==> config.mk <==
export PLATFORM = sky130hd
export DESIGN_NAME = fprc_ctrl
export DESIGN_NICKNAME = d
export VERILOG_FILES = /design/src/rtl/fprc_ctrl.v /design/src/rtl/fprc_timer.v
export VERILOG_INCLUDE_DIRS = /design/src /design/src/rtl
export SDC_FILE = /design/constraint.sdc
export NUM_CORES = 1
export LEC_CHECK = 0
export ABC_AREA = 1
export BUFFER_PORTS_ARGS = -buffer_cell sky130_fd_sc_hd__buf_2
export CAP_MARGIN = 20
export CORE_MARGIN = 3
export CORE_UTILIZATION = 58
export CTS_CLUSTER_DIAMETER = 120
export DETAILED_ROUTE_END_ITERATION = 10
export GPL_TIMING_DRIVEN = 0
export PLACE_DENSITY = 0.8
export RECOVER_POWER = 100
export SYNTH_ARGS = -nofsm -noshare
export SYNTH_HDL_FRONTEND = slang
export SYNTH_SLANG_ARGS = --single-unit
==> constraint.sdc <==
create_clock -name i_sys_clk -period 3.8 [get_ports i_sys_clk]
set_input_delay 0.76 -clock i_sys_clk [delete_from_list [all_inputs] [get_ports i_sys_clk]]
set_output_delay 0.76 -clock i_sys_clk [all_outputs]
set_load 0.05 [all_outputs]
==> src/rtl/fprc_defs.vh <==
`ifndef FPRC_DEFS_VH
`define FPRC_DEFS_VH

`define FPRC_ADDR_W        11
`define FPRC_DATA_W        8
`define FPRC_CLK_NS        10
// Programming and read timing, in ns as specified; pulse limits as counts
`define FPRC_ADDR_SETUP_NS 10000
`define FPRC_ADDR_HOLD_NS  10000
`define FPRC_PULSE_NS      7500
`define FPRC_SENSE_SU_NS   700
`define FPRC_SENSE_HD_NS   700
`define FPRC_ACCESS_NS     60
`define FPRC_MAX_PULSES    10000
`define FPRC_EXTRA_PULSES  1
// Cycle counts: least times round up, longest times round down
`define FPRC_ADDR_SETUP_CYC ((`FPRC_ADDR_SETUP_NS + `FPRC_CLK_NS - 1) / `FPRC_CLK_NS)
`define FPRC_ADDR_HOLD_CYC  ((`FPRC_ADDR_HOLD_NS + `FPRC_CLK_NS - 1) / `FPRC_CLK_NS)
`define FPRC_PULSE_CYC      (`FPRC_PULSE_NS / `FPRC_CLK_NS)
`define FPRC_SENSE_SU_CYC   ((`FPRC_SENSE_SU_NS + `FPRC_CLK_NS - 1) / `FPRC_CLK_NS)
`define FPRC_SENSE_HD_CYC   ((`FPRC_SENSE_HD_NS + `FPRC_CLK_NS - 1) / `FPRC_CLK_NS)
`define FPRC_ACCESS_CYC     ((`FPRC_ACCESS_NS + `FPRC_CLK_NS - 1) / `FPRC_CLK_NS)

`endif

==> src/rtl/fprc_ctrl.v <==
// Function
// RULE_01: The device holds 2048 words of 8 bits, every address one word.
// RULE_02: Bits read zero unprogrammed and a programmed one stays one.
// RULE_03: The same address pins select the word for reads and programming.
// RULE_04: To read, drive the active-low select low and both highs high.
// RULE_05: While enabled the device drives the addressed word on its outputs.
// RULE_06: Programming first drives all eleven address pins to the word.
// RULE_07: Before pulsing, the device is disabled through a chip select.
// RULE_08: Pulse the bit's output, sensing between pulses until it reads one. The code stops after MAX_PULSE pulses and flags o_pg_fail.
// RULE_09: After the bit senses one, give one more pulse and then stop.
// RULE_10: With any select inactive the device releases its outputs.
`timescale 1ns/1ps
`default_nettype none
`include "fprc_defs.vh"
module fprc_ctrl #(
    parameter AW        = `FPRC_ADDR_W,
    parameter DW        = `FPRC_DATA_W,
    parameter SETUP_CYC = `FPRC_ADDR_SETUP_CYC,
    parameter HOLD_CYC  = `FPRC_ADDR_HOLD_CYC,
    parameter PULSE_CYC = `FPRC_PULSE_CYC,
    parameter SSU_CYC   = `FPRC_SENSE_SU_CYC,
    parameter SHD_CYC   = `FPRC_SENSE_HD_CYC,
    parameter ACC_CYC   = `FPRC_ACCESS_CYC,
    parameter MAX_PULSE = `FPRC_MAX_PULSES
) (
    input  wire          i_sys_clk,          // System clock
    input  wire          i_rst,              // Async reset, active high
    input  wire          i_rd_req,           // Read request pulse
    input  wire          i_pg_req,           // Program request pulse
    input  wire [AW-1:0] i_addr,             // Word address
    input  wire [DW-1:0] i_pg_data,          // Ones to program
    output wire          o_ready,            // Idle, accepts a request
    output reg  [DW-1:0] o_rd_data,          // Read word
    output reg           o_rd_valid,         // Read data valid pulse
    output reg           o_pg_done,          // Programming done pulse
    output reg           o_pg_fail,          // A bit never sensed one
    output reg  [AW-1:0] o_prom_addr,        // Device address pins
    output reg           o_select_active_low,// Active-low chip select
    output reg           o_select_high_b,    // Active-high chip select
    output reg           o_select_high_c,    // Active-high chip select
    input  wire [DW-1:0] i_prom_data,        // Device data outputs
    output reg  [DW-1:0] o_pulse,            // Programming pulse per bit
    output reg  [DW-1:0] o_sense             // Sense current per bit
);
    localparam ST_IDLE  = 3'h0;
    localparam ST_RACC  = 3'h1;
    localparam ST_SETUP = 3'h2;
    localparam ST_PULSE = 3'h3;
    localparam ST_SSU   = 3'h4;
    localparam ST_SHD   = 3'h5;
    localparam ST_HOLD  = 3'h6;
    localparam TW = 16;

    reg [2:0]    state_ff;
    reg [DW-1:0] todo_ff;
    reg [2:0]    bit_ff;
    reg          extra_ff;
    reg [TW-1:0] npulse_ff;
    reg          fail_ff;
    reg [DW-1:0] din_s1_ff;
    reg [DW-1:0] din_s2_ff;
    reg          tm_load;
    reg [TW-1:0] tm_count;
    wire         tm_done;

    fprc_timer #(.W(TW)) u_timer (
        .i_sys_clk (i_sys_clk),
        .i_rst     (i_rst),
        .i_load    (tm_load),
        .i_count   (tm_count),
        .o_done    (tm_done)
    );

    function [2:0] low_bit;
        input [DW-1:0] v;
        integer k;
        begin
            low_bit = 3'h0;
            for (k = DW - 1; k >= 0; k = k - 1)
                if (v[k])
                    low_bit = k[2:0];
        end
    endfunction

    function [TW-1:0] cyc;
        input integer n;
        begin
            cyc = n[TW-1:0];
        end
    endfunction

    assign o_ready = (state_ff == ST_IDLE);

    // Device outputs are asynchronous to our clock
    always @(posedge i_sys_clk or posedge i_rst)
    begin
        if (i_rst)
        begin
            din_s1_ff <= {DW{1'b0}};
            din_s2_ff <= {DW{1'b0}};
        end
        else
        begin
            din_s1_ff <= i_prom_data;
            din_s2_ff <= din_s1_ff;
        end
    end

    always @*
    begin
        tm_load  = 1'b0;
        tm_count = {TW{1'b0}};
        case (state_ff)
            ST_IDLE:
            begin
                tm_load  = i_rd_req || (i_pg_req && i_pg_data != {DW{1'b0}});
                tm_count = i_rd_req ? cyc(ACC_CYC + 2) : cyc(SETUP_CYC);
            end
            ST_SETUP, ST_SHD:
            begin
                tm_load  = tm_done;
                tm_count = cyc(PULSE_CYC);
            end
            ST_PULSE:
            begin
                tm_load  = tm_done;
                tm_count = cyc(SSU_CYC + 2);
            end
            ST_SSU:
            begin
                tm_load  = tm_done;
                tm_count = (extra_ff || npulse_ff >= cyc(MAX_PULSE)) ?
                           cyc(HOLD_CYC) : cyc(SHD_CYC);
            end
            default:
            begin
                tm_load  = 1'b0;
                tm_count = {TW{1'b0}};
            end
        endcase
    end

    always @(posedge i_sys_clk or posedge i_rst)
    begin
        if (i_rst)
        begin
            state_ff            <= ST_IDLE;
            todo_ff             <= {DW{1'b0}};
            bit_ff              <= 3'h0;
            extra_ff            <= 1'b0;
            npulse_ff           <= {TW{1'b0}};
            fail_ff             <= 1'b0;
            o_rd_data           <= {DW{1'b0}};
            o_rd_valid          <= 1'b0;
            o_pg_done           <= 1'b0;
            o_pg_fail           <= 1'b0;
            o_prom_addr         <= {AW{1'b0}};
            o_select_active_low <= 1'b1;
            o_select_high_b     <= 1'b0;
            o_select_high_c     <= 1'b0;
            o_pulse             <= {DW{1'b0}};
            o_sense             <= {DW{1'b0}};
        end
        else
        begin
            o_rd_valid <= 1'b0;
            o_pg_done  <= 1'b0;
            case (state_ff)
                ST_IDLE:
                    if (i_rd_req)
                    begin
                        o_prom_addr         <= i_addr;       // [RULE_03]
                        o_select_active_low <= 1'b0;         // [RULE_04]
                        o_select_high_b     <= 1'b1;         // [RULE_04]
                        o_select_high_c     <= 1'b1;         // [RULE_04]
                        state_ff            <= ST_RACC;
                    end
                    else if (i_pg_req)
                    begin
                        // Only ones are programmed; zeros need nothing
                        todo_ff             <= i_pg_data;    // [RULE_02]
                        bit_ff              <= low_bit(i_pg_data);
                        extra_ff            <= 1'b0;
                        npulse_ff           <= {TW{1'b0}};
                        fail_ff             <= 1'b0;
                        o_prom_addr         <= i_addr;       // [RULE_06]
                        o_select_active_low <= 1'b1;         // [RULE_07]
                        o_select_high_b     <= 1'b0;         // [RULE_07]
                        o_select_high_c     <= 1'b0;         // [RULE_07]
                        if (i_pg_data == {DW{1'b0}})
                        begin
                            o_pg_done <= 1'b1;
                            o_pg_fail <= 1'b0;
                        end
                        else
                            state_ff <= ST_SETUP;
                    end
                ST_RACC:
                    if (tm_done)
                    begin
                        // Access time plus synchroniser delay
                        o_rd_data           <= din_s2_ff;    // [RULE_05]
                        o_rd_valid          <= 1'b1;
                        o_select_active_low <= 1'b1;         // [RULE_10]
                        o_select_high_b     <= 1'b0;
                        o_select_high_c     <= 1'b0;
                        state_ff            <= ST_IDLE;
                    end
                ST_SETUP, ST_SHD:
                    if (tm_done)
                    begin
                        o_sense   <= {DW{1'b0}};
                        o_pulse   <= {{(DW-1){1'b0}}, 1'b1} << bit_ff; // [RULE_08]
                        npulse_ff <= npulse_ff + {{(TW-1){1'b0}}, 1'b1};
                        state_ff  <= ST_PULSE;
                    end
                ST_PULSE:
                    if (tm_done)
                    begin
                        o_pulse  <= {DW{1'b0}};
                        o_sense  <= {{(DW-1){1'b0}}, 1'b1} << bit_ff; // [RULE_08]
                        state_ff <= ST_SSU;
                    end
                ST_SSU:
                    if (tm_done)
                    begin
                        if (extra_ff || npulse_ff >= cyc(MAX_PULSE))
                        begin
                            // Extra pulse given, or bit gave up: next bit
                            o_sense  <= {DW{1'b0}};
                            fail_ff  <= fail_ff | !extra_ff;
                            todo_ff  <= todo_ff & ~({{(DW-1){1'b0}}, 1'b1} << bit_ff); // [RULE_09]
                            state_ff <= ST_HOLD;
                        end
                        else
                        begin
                            if (din_s2_ff[bit_ff])
                                extra_ff <= 1'b1;            // [RULE_09]
                            state_ff <= ST_SHD;
                        end
                    end
                ST_HOLD:
                    if (tm_done)
                    begin
                        extra_ff  <= 1'b0;
                        npulse_ff <= {TW{1'b0}};
                        bit_ff    <= low_bit(todo_ff);
                        if (todo_ff == {DW{1'b0}})
                        begin
                            o_pg_done <= 1'b1;
                            o_pg_fail <= fail_ff;
                            state_ff  <= ST_IDLE;
                        end
                        else
                            state_ff <= ST_SETUP;
                    end
                default:
                    state_ff <= ST_IDLE;
            endcase
        end
    end
endmodule
`default_nettype wire

==> src/rtl/fprc_timer.v <==
`timescale 1ns/1ps
`default_nettype none
// Down counter used for every timed phase of the controller
module fprc_timer #(
    parameter W = 16
) (
    input  wire         i_sys_clk, // System clock
    input  wire         i_rst,     // Asynchronous reset, active high
    input  wire         i_load,    // Load a new count
    input  wire [W-1:0] i_count,   // Cycles to wait
    output wire         o_done     // Count has run out
);
    reg [W-1:0] cnt_ff;

    always @(posedge i_sys_clk or posedge i_rst)
    begin
        if (i_rst)
            cnt_ff <= {W{1'b0}};
        else if (i_load)
            cnt_ff <= i_count;
        else if (cnt_ff != {W{1'b0}})
            cnt_ff <= cnt_ff - {{(W-1){1'b0}}, 1'b1};
    end

    // Done must not look at the load: callers load on done, a loop otherwise
    assign o_done = (cnt_ff == {W{1'b0}});
endmodule
`default_nettype wire

==> flow_summary_export.csv, run 1 <==
group,metric,value,unit
logic_synthesis,ys_ff_latch,104,
timing,hold_violations,0,
timing,finalSetupTns,0,ns
power,powerDensity,711.6,nW/um^2
logic_synthesis,ys.flop_type,"dfrtp_1",
critical_path,arrival,1.97,ns
route,antenna_left,0,
global_routing,overflow,0,
critical_path,path_class,"flop to output pin",
min_path,hold_path.class,"flop to flop",
route,wl_per_cell,13.90,um
logic_synthesis,ys_seq_area_frac,0.4791,
floorplan,fp.dieH,102.8,um
global_routing,antenna_found_initial,0,
clock_tree,cts_resized,0,
timing,skew,0.01805,ns
logic_synthesis,synth_top_area_frac,0.4742,
logic_synthesis,yosys-top-cells-area,"dfrtp_1, nand2_1, nor2_1",
logic_synthesis,yosysMostFrequentCell,"nand2_1",
power,ir_worst_vdd,0.5559,mV
global_routing,grt_pass1_wl,20.73,mm
floorplan,design.core.area,8891,um^2
clock_tree,clk_latency,0.39,ns
timing,max_slew_margin,-0.3522,
route,firstDrtPassIters,5,
logic_synthesis,synth_edf_count,0,
placement,place_congestion,0.9137,
timing,rsz0062_at_grt,"no",
placement,place_inst,863,
finish,layoutNonFillerInstCount,879,
clock_tree,clk_pin_slew,0.13,ns
logic_synthesis,synthCells,682,
clock_tree,cts_sinks,104,
finish,fillers,776,
route,vias,4696,
global_routing,track_usage,0.2478,
route,drc,0,
floorplan,rows,34,
timing,setup_viol,0,
logic_synthesis,ys_top_cells_by_count,"nand2_1, dfrtp_1, nor2_1",
logic_synthesis,synthDistinctLibCells,39,
critical_path,start_kind,"flop",
logic_synthesis,avgSynthCellArea,7.970,um^2
timing,min_period_over_period,0.7197,
timing,slew_violations,45,
finish,drive_gt1_frac,0.1102,
clock_tree,cts_buffers,9,
placement,dpl.hpwl,9.134,mm
critical_path,worstPathRequired,3.04,ns
clock_tree,root_buffer,"clkbuf_8",
floorplan,design.die.area,10570,um^2
timing,worst_slew_pin_slew,2.017,ns
finish,antenna_cells,0,
status,violations,"max-capacitance violations, max-slew violations",
clock_tree,cts_buffer_depth,2,
timing,clock.fmax,365.7,MHz
clock_tree,postCtsSetupRepairBufs,0,
finish,final_nets,801,
floorplan,start_util,0.6113,
floorplan,io_pins,73,
logic_synthesis,yosys.area.top_type,"dfrtp_1",
logic_synthesis,synthesis.area,5435,um^2
finish,final_util,0.6791,
timing,fin_crit,2.735,ns
clock_tree,ctsHtreeMaxLevel,3,
clock_tree,ctsHoldBuffers,0,
placement,placed_area,5961,um^2
finish,design_area,6038,um^2
floorplan,die_w,102.8,um
logic_synthesis,syn_nets,717,
route,vias_per_cell,5.342,
flow_run,maxCapViolCount,1,
clock_tree,cts_tree,"done",
power,p_leak,2.920,nW
route,drt_iter0_markers,386,
global_routing,grt_max_degree,61,
critical_path,setup.worst_path.end_class,"output pin",
logic_synthesis,synth_warnings,0,
placement,io_buffers,72,
status,outcome,"finished, violations left",
logic_synthesis,ys_async_sr_fraction,1.000,
finish,area_delta_synth_final,11.10,%
critical_path,crit_fanout,8,
route,routed_wl,12.22,mm
global_routing,first_global_vias,4511,
per-stage QoR:
stage	hold slack [ns]	worst slack, ns	power [W]
floorplan	0.3312	0.3095	0.003183
global placement	0.3313	-0.7217	0.003606
detailed placement	0.3347	1.633	0.003660
CTS	0.3639	1.447	0.004425
global route	0.3717	0.7818	0.004621
finish	0.3614	1.065	0.004297
state kept, by name, indices dropped and copies added, names as in the netlist:
signal               count
state_ff                 3
o_select_active_low      1
extra_ff                 1
o_rd_data                8
todo_ff                  8
o_rd_valid               1
npulse_ff               16
o_pg_done                1
o_select_high_c          1
u_timer.cnt_ff          16
o_pg_fail                1
din_s2_ff                8
o_sense                  8
fail_ff                  1
din_s1_ff                8
o_prom_addr             11
bit_ff                   3
o_pulse                  8
report_power, final:
group | leakage (nW) | switching (W) | internal, W | total [W]
Clock | 0.112 | 0.000472 | 0.000278 | 0.000751
Sequential | 1.34 | 0.000204 | 0.00135 | 0.00155
Combinational | 1.47 | 0.00141 | 0.000584 | 0.00199
path summary, 6_finish.rpt:
path / start / to / slack [ns] / cells after the start
hold reg to reg: din_s1_ff[1]$_DFF_PP0_ / din_s2_ff[1]$_DFF_PP0_ / 0.36 / 0
min in group asynchronous: i_rst / din_s2_ff[4]$_DFF_PP0_ / 0.87 / 2
hold / removal: din_s1_ff[1]$_DFF_PP0_ / din_s2_ff[1]$_DFF_PP0_ / 0.36 / 0
setup reg to reg: u_timer.cnt_ff[0]$_DFFE_PP0P_ / npulse_ff[9]$_DFFE_PP0P_ / 1.15 / 11
max in group asynchronous: i_rst / o_select_active_low$_DFFE_PP1P_ / 1.92 / 3
setup / recovery: state_ff[0]$_DFFE_PP0P_ / o_ready / 1.07 / 5
per-layer routing:
layer | share of wire | vias up | track usage
li1 | - | 2328 | -
met1 | 0.45 | 2181 | 0.3367
met2 | 0.47 | 171 | 0.4057
met3 | 0.070 | 16 | 0.05345
met5 | 0 | - | 0
met4 | 0.013 | 0 | 0.06873
final cells by class:
cell class	instances	area (um^2)	share of cell area
flip-flops and latches	104	2604	0.4312
repair buffers	73	335.3	0.05553
multi-input cells	495	2390	0.3958
plain buffers	14	85.08	0.01409
clock buffers	9	123.9	0.02051
inverters	69	261.5	0.04331
well taps	108	135.1	0.02238
clock inverters	7	103.9	0.01720
logic make-up after synthesis:
| kind of cell | count (synthesis) | synth area share |
|---|---|---|
| buffers and inverters | 83 | 0.06745 |
| multiplexers | 12 | 0.02463 |
| AND/OR/NAND/NOR | 394 | 0.3186 |
| flip-flops | 104 | 0.4791 |
| adder cells (fa/ha/maj) | 4 | 0.009208 |
| AO/OA/AOI/OAI | 64 | 0.06722 |
| XOR/XNOR | 21 | 0.03384 |
critical path, stage by stage (launching register included):
cell and delay (ns):
dfrtp_1 0.38, buf_4 0.18, nor2_8 0.13, nand2_1 0.22, inv_2 0.16, clkbuf_1 0.50
cell usage in the layout (no fill, tap or decap), types with 3 or more instances in the layout:
master	synthesis	final
clkinv_8	0	4
nor2_4	5	4
nand2_1	214	220
mux2_2	8	8
o21ai_1	5	3
dfrtp_1	103	103
buf_2	4	32
inv_1	63	63
mux2_1	3	3
nor2_1	83	87
nand3_1	41	42
ha_1	4	4
o21ai_0	39	41
nand2_2	7	3
xor2_1	16	16
nand4_1	9	9
nor3_1	17	17
clkbuf_1	1	48
o31ai_1	7	8
buf_4	5	4
nor2_2	5	3
inv_2	5	4
a21oi_1	8	9
clkbuf_8	0	9
xnor2_1	5	5
No activity file was read; power rests on OpenSTA's default activity.
==> inputs of run 2 (changes only) <==
--- a/config.mk
+++ b/config.mk
@@ -6,15 +6,15 @@
 export SDC_FILE = /design/constraint.sdc
 export NUM_CORES = 1
 export LEC_CHECK = 0
-export ABC_AREA = 1
+export ABC_AREA = 0
 export BUFFER_PORTS_ARGS = -buffer_cell sky130_fd_sc_hd__buf_2
 export CAP_MARGIN = 20
 export CORE_MARGIN = 3
-export CORE_UTILIZATION = 58
+export CORE_UTILIZATION = 51
 export CTS_CLUSTER_DIAMETER = 120
 export DETAILED_ROUTE_END_ITERATION = 10
 export GPL_TIMING_DRIVEN = 0
-export PLACE_DENSITY = 0.8
+export PLACE_DENSITY = 0.76
 export RECOVER_POWER = 100
 export SYNTH_ARGS = -nofsm -noshare
 export SYNTH_HDL_FRONTEND = slang
==> constraint.sdc (replaced) <==
create_clock -name i_sys_clk -period 2.3 [get_ports i_sys_clk]
set_input_delay 0.46 -clock i_sys_clk [delete_from_list [all_inputs] [get_ports i_sys_clk]]
set_output_delay 0.46 -clock i_sys_clk [all_outputs]
set_load 0.05 [all_outputs]
==> run 2 against run 1 <==
Sequential power is 77% higher. Final cell count shrank 24%. Combinational power grew 51%. Clock skew is 0.0050 ns higher. Count of clock-buffer cells in the layout stayed put. Highest routed layer unchanged. The run now ends clean. Critical path type is now flop to flop.
==> flow_summary_export.csv, run 2 <==
group,metric,value,unit
status,outcome,"complete, no violations",
power,p_switching,0.003178,W
logic_synthesis,synth_top_family_by_area,"simple AND/OR/NAND/NOR gates",
flow_run,maxCapViolCount,0,
global_routing,grt_max_degree,41,
logic_synthesis,syn_nets,500,
logic_synthesis,synthDistinctLibCells,57,
floorplan,design.die.area,10660,um^2
floorplan,design.core.area,8934,um^2
clock_tree,cts_buffer_depth,2,
timing,max_slew_margin,0.2211,
critical_path,start_kind,"flop",
placement,pre_cts_slack,-0.1323,ns
critical_path,cp-startpoint,"u_timer.cnt_ff[0]$_DFFE_PP0P_",
timing,fin_crit,2.223,ns
logic_synthesis,synthAdderAreaFrac,0.01037,
clock_tree,root_buffer,"clkbuf_8",
timing,rsz0062_at_grt,"no",
finish,area_delta_synth_final,16.23,%
logic_synthesis,synth_edf_count,0,
logic_synthesis,yosysMostFrequentCell,"dfrtp_1",
logic_synthesis,synthXorXnorAreaFrac,0.02723,
timing,min_period_over_period,0.9667,
route,antenna_left,0,
logic_synthesis,avgSynthCellArea,10.38,um^2
critical_path,timing.critical_path.to,"u_timer.cnt_ff[15]$_DFFE_PP0P_",
logic_synthesis,synth_compound_area_frac,0.1509,
power,ir_worst_vdd,0.7610,mV
logic_synthesis,synth_top_area_frac,0.5342,
route,vias_per_cell,5.943,
floorplan,io_pins,73,
logic_synthesis,synth_warnings,0,
timing,worst_slew_pin_slew,1.162,ns
critical_path,crit_fanout,5,
floorplan,rows,34,
route,drt_iter0_markers,293,
finish,antenna_cells,0,
critical_path,r2r-end,"u_timer.cnt_ff[15]$_DFFE_PP0P_",
power,clockPowerShare,0.169,
global_routing,track_usage,0.2207,
timing,clock.fmax,449.8,MHz
clock_tree,clk_pin_slew,0.12,ns
critical_path,setup.worst_path.end_class,"flop",
timing,slew_violations,0,
timing,hold_violations,0,
clock_tree,cts_tree,"done",
logic_synthesis,muxShareOfSynthArea,0.05602,
timing,setup_ws,0.07662,ns
global_routing,grt_pass1_wl,18.43,mm
global_routing,overflow,0,
placement,dpl.hpwl,7.848,mm
floorplan,start_util,0.5401,
route,vias,3952,
timing,timing.hold.ws,0.1645,ns
logic_synthesis,synthCells,465,
finish,mostFrequentLayoutCells,"dfrtp_1, nand2_1, clkbuf_1",
placement,io_buffers,72,
critical_path,ff2ff_path_depth,8,
logic_synthesis,yosys.area.top_type,"dfrtp_1",
timing,skew,0.02304,ns
finish,final_nets,587,
critical_path,worstReg2RegStart,"u_timer.cnt_ff[0]$_DFFE_PP0P_",
critical_path,reg2reg_slack,0.08,ns
clock_tree,cts_sinks,104,
power,p_leak,2.398,nW
power,comb_power_share,0.433,
clock_tree,ctsHtreeMaxLevel,3,
logic_synthesis,ys_ff_latch,104,
floorplan,fp.dieH,103.3,um
logic_synthesis,ys_top_cells_by_count,"dfrtp_1, nand2_1, nor2_1",
logic_synthesis,ys_async_sr_fraction,1.000,
route,wl_per_cell,16.88,um
route,firstDrtPassIters,5,
timing,setup_viol,0,
route,routed_wl,11.22,mm
power,powerDensity,1234,nW/um^2
critical_path,path_class,"flop to flop",
finish,top_regs,"npulse_ff: 16 flops, u_timer.cnt_ff: 16 flops, o_prom_addr: 11 flops",
finish,drive_gt1_frac,0.2011,
logic_synthesis,yosys-top-cells-area,"dfrtp_1, mux2_2, nand2_1",
global_routing,first_global_vias,3873,
power,intPower,0.003742,W
route,drc,0,
logic_synthesis,ys.flop_type,"dfrtp_1",
logic_synthesis,synthesis.area,4825,um^2
min_path,hold_path.class,"input port to flop",
critical_path,arrival,2.53,ns
power,seqPwrFrac,0.397,
finish,final_common_cell,"dfrtp_1",
global_routing,antenna_found_initial,0,
placement,place_congestion,0.8771,
logic_synthesis,ys_seq_area_frac,0.5397,
logic_synthesis,synthSimpleGateAreaFrac,0.1888,
floorplan,die_w,103.3,um
clock_tree,cts_buffers,9,
clock_tree,ctsHoldBuffers,0,
power,swShare,0.4592,
critical_path,worstPathRequired,2.61,ns
clock_tree,clk_latency,0.39,ns
[run 2: changes by cell type after synthesis, moves of 12 or more]
cell	before	now
nand2_1	214	50
inv_1	63	9
nor2_1	83	47
nand3_1	41	12
mux2_2	8	20
xor2_1	16	4
[run 2: worst min path at each step]
stage	start	endpoint	slack (ns)	cells past startpoint
floorplan	din_s1_ff[0]$_DFF_PP0_	din_s2_ff[0]$_DFF_PP0_	0.33	0
global placement	din_s1_ff[7]$_DFF_PP0_	din_s2_ff[7]$_DFF_PP0_	0.33	0
detailed placement	din_s1_ff[1]$_DFF_PP0_	din_s2_ff[1]$_DFF_PP0_	0.34	0
CTS	i_rst	npulse_ff[12]$_DFFE_PP0P_	0.15	2
global route	i_prom_data[2]	din_s1_ff[2]$_DFF_PP0_	0.15	1
finish	i_prom_data[6]	din_s1_ff[6]$_DFF_PP0_	0.16	1
[run 2: cell families (layout without fill, tap and decap cells)]
kind of cell,count (synthesis),after routing
simple gates,182,182
compound gates,109,109
flops,104,104
buf+inv,29,121
mux,22,22
xor+xnor,15,15
fa+ha+maj,4,4
[run 2: area by class of cell]
class | count | area [um^2]
fillers | 748 | 3326
flip-flops and latches | 104 | 2604
multi-input cells | 332 | 2165
repair buffers | 77 | 356.6
well taps | 108 | 135.1
clock buffers | 9 | 123.9
plain buffers | 19 | 103.9
clock inverters | 7 | 85.08
inverters | 9 | 35.03
[run 2: what timing repair did]
item                                    4_1_cts  5_1_grt
pin swaps                                     0        2
buffers inserted                              0        3
resized for setup                             6       20
endpoints found under the setup margin       30       58
[run 2: layer usage]
layer  GRT usage  part of all wire
met1      0.2884              0.42
met4     0.06972             0.020
met3     0.05030             0.053
met2      0.3675              0.50
met5           0                 0
[run 2: power groups by stage]
stage / combinational, W / clock (W) / sequential, W
after floorplan: 0.00161 / 0 / 0.00338
after global placement: 0.00288 / 0 / 0.00272
after detailed placement: 0.00296 / 0 / 0.00275
after CTS: 0.00301 / 0.00119 / 0.00272
after global routing: 0.00326 / 0.00126 / 0.00282
final: 0.00300 / 0.00117 / 0.00275
[run 2: worst max-delay path, cell delays in order (launching register included)]
cell and delay [ns]:
dfrtp_1 0.38, inv_2 0.07, ha_1 0.21, nor4b_4 0.14
and4_1 0.20, clkbuf_4 0.18, or3_4 0.41, or4_1 0.42
a21oi_1 0.15
[run 2: through the flow]
step           instances  utilization  total power [W]  instance area, um^2  setup TNS (ns)
6_report             665       0.6277         0.006920                 5608               0
5_1_grt              665       0.6277         0.007337                 5608               0
3_3_place_gp         645       0.5966         0.005607                 5330          -4.096
4_1_cts              662       0.6279         0.006915                 5609               0
3_5_place_dp         647       0.6011         0.005708                 5370          -1.445
2_1_floorplan        465            -         0.004982                 4835               0
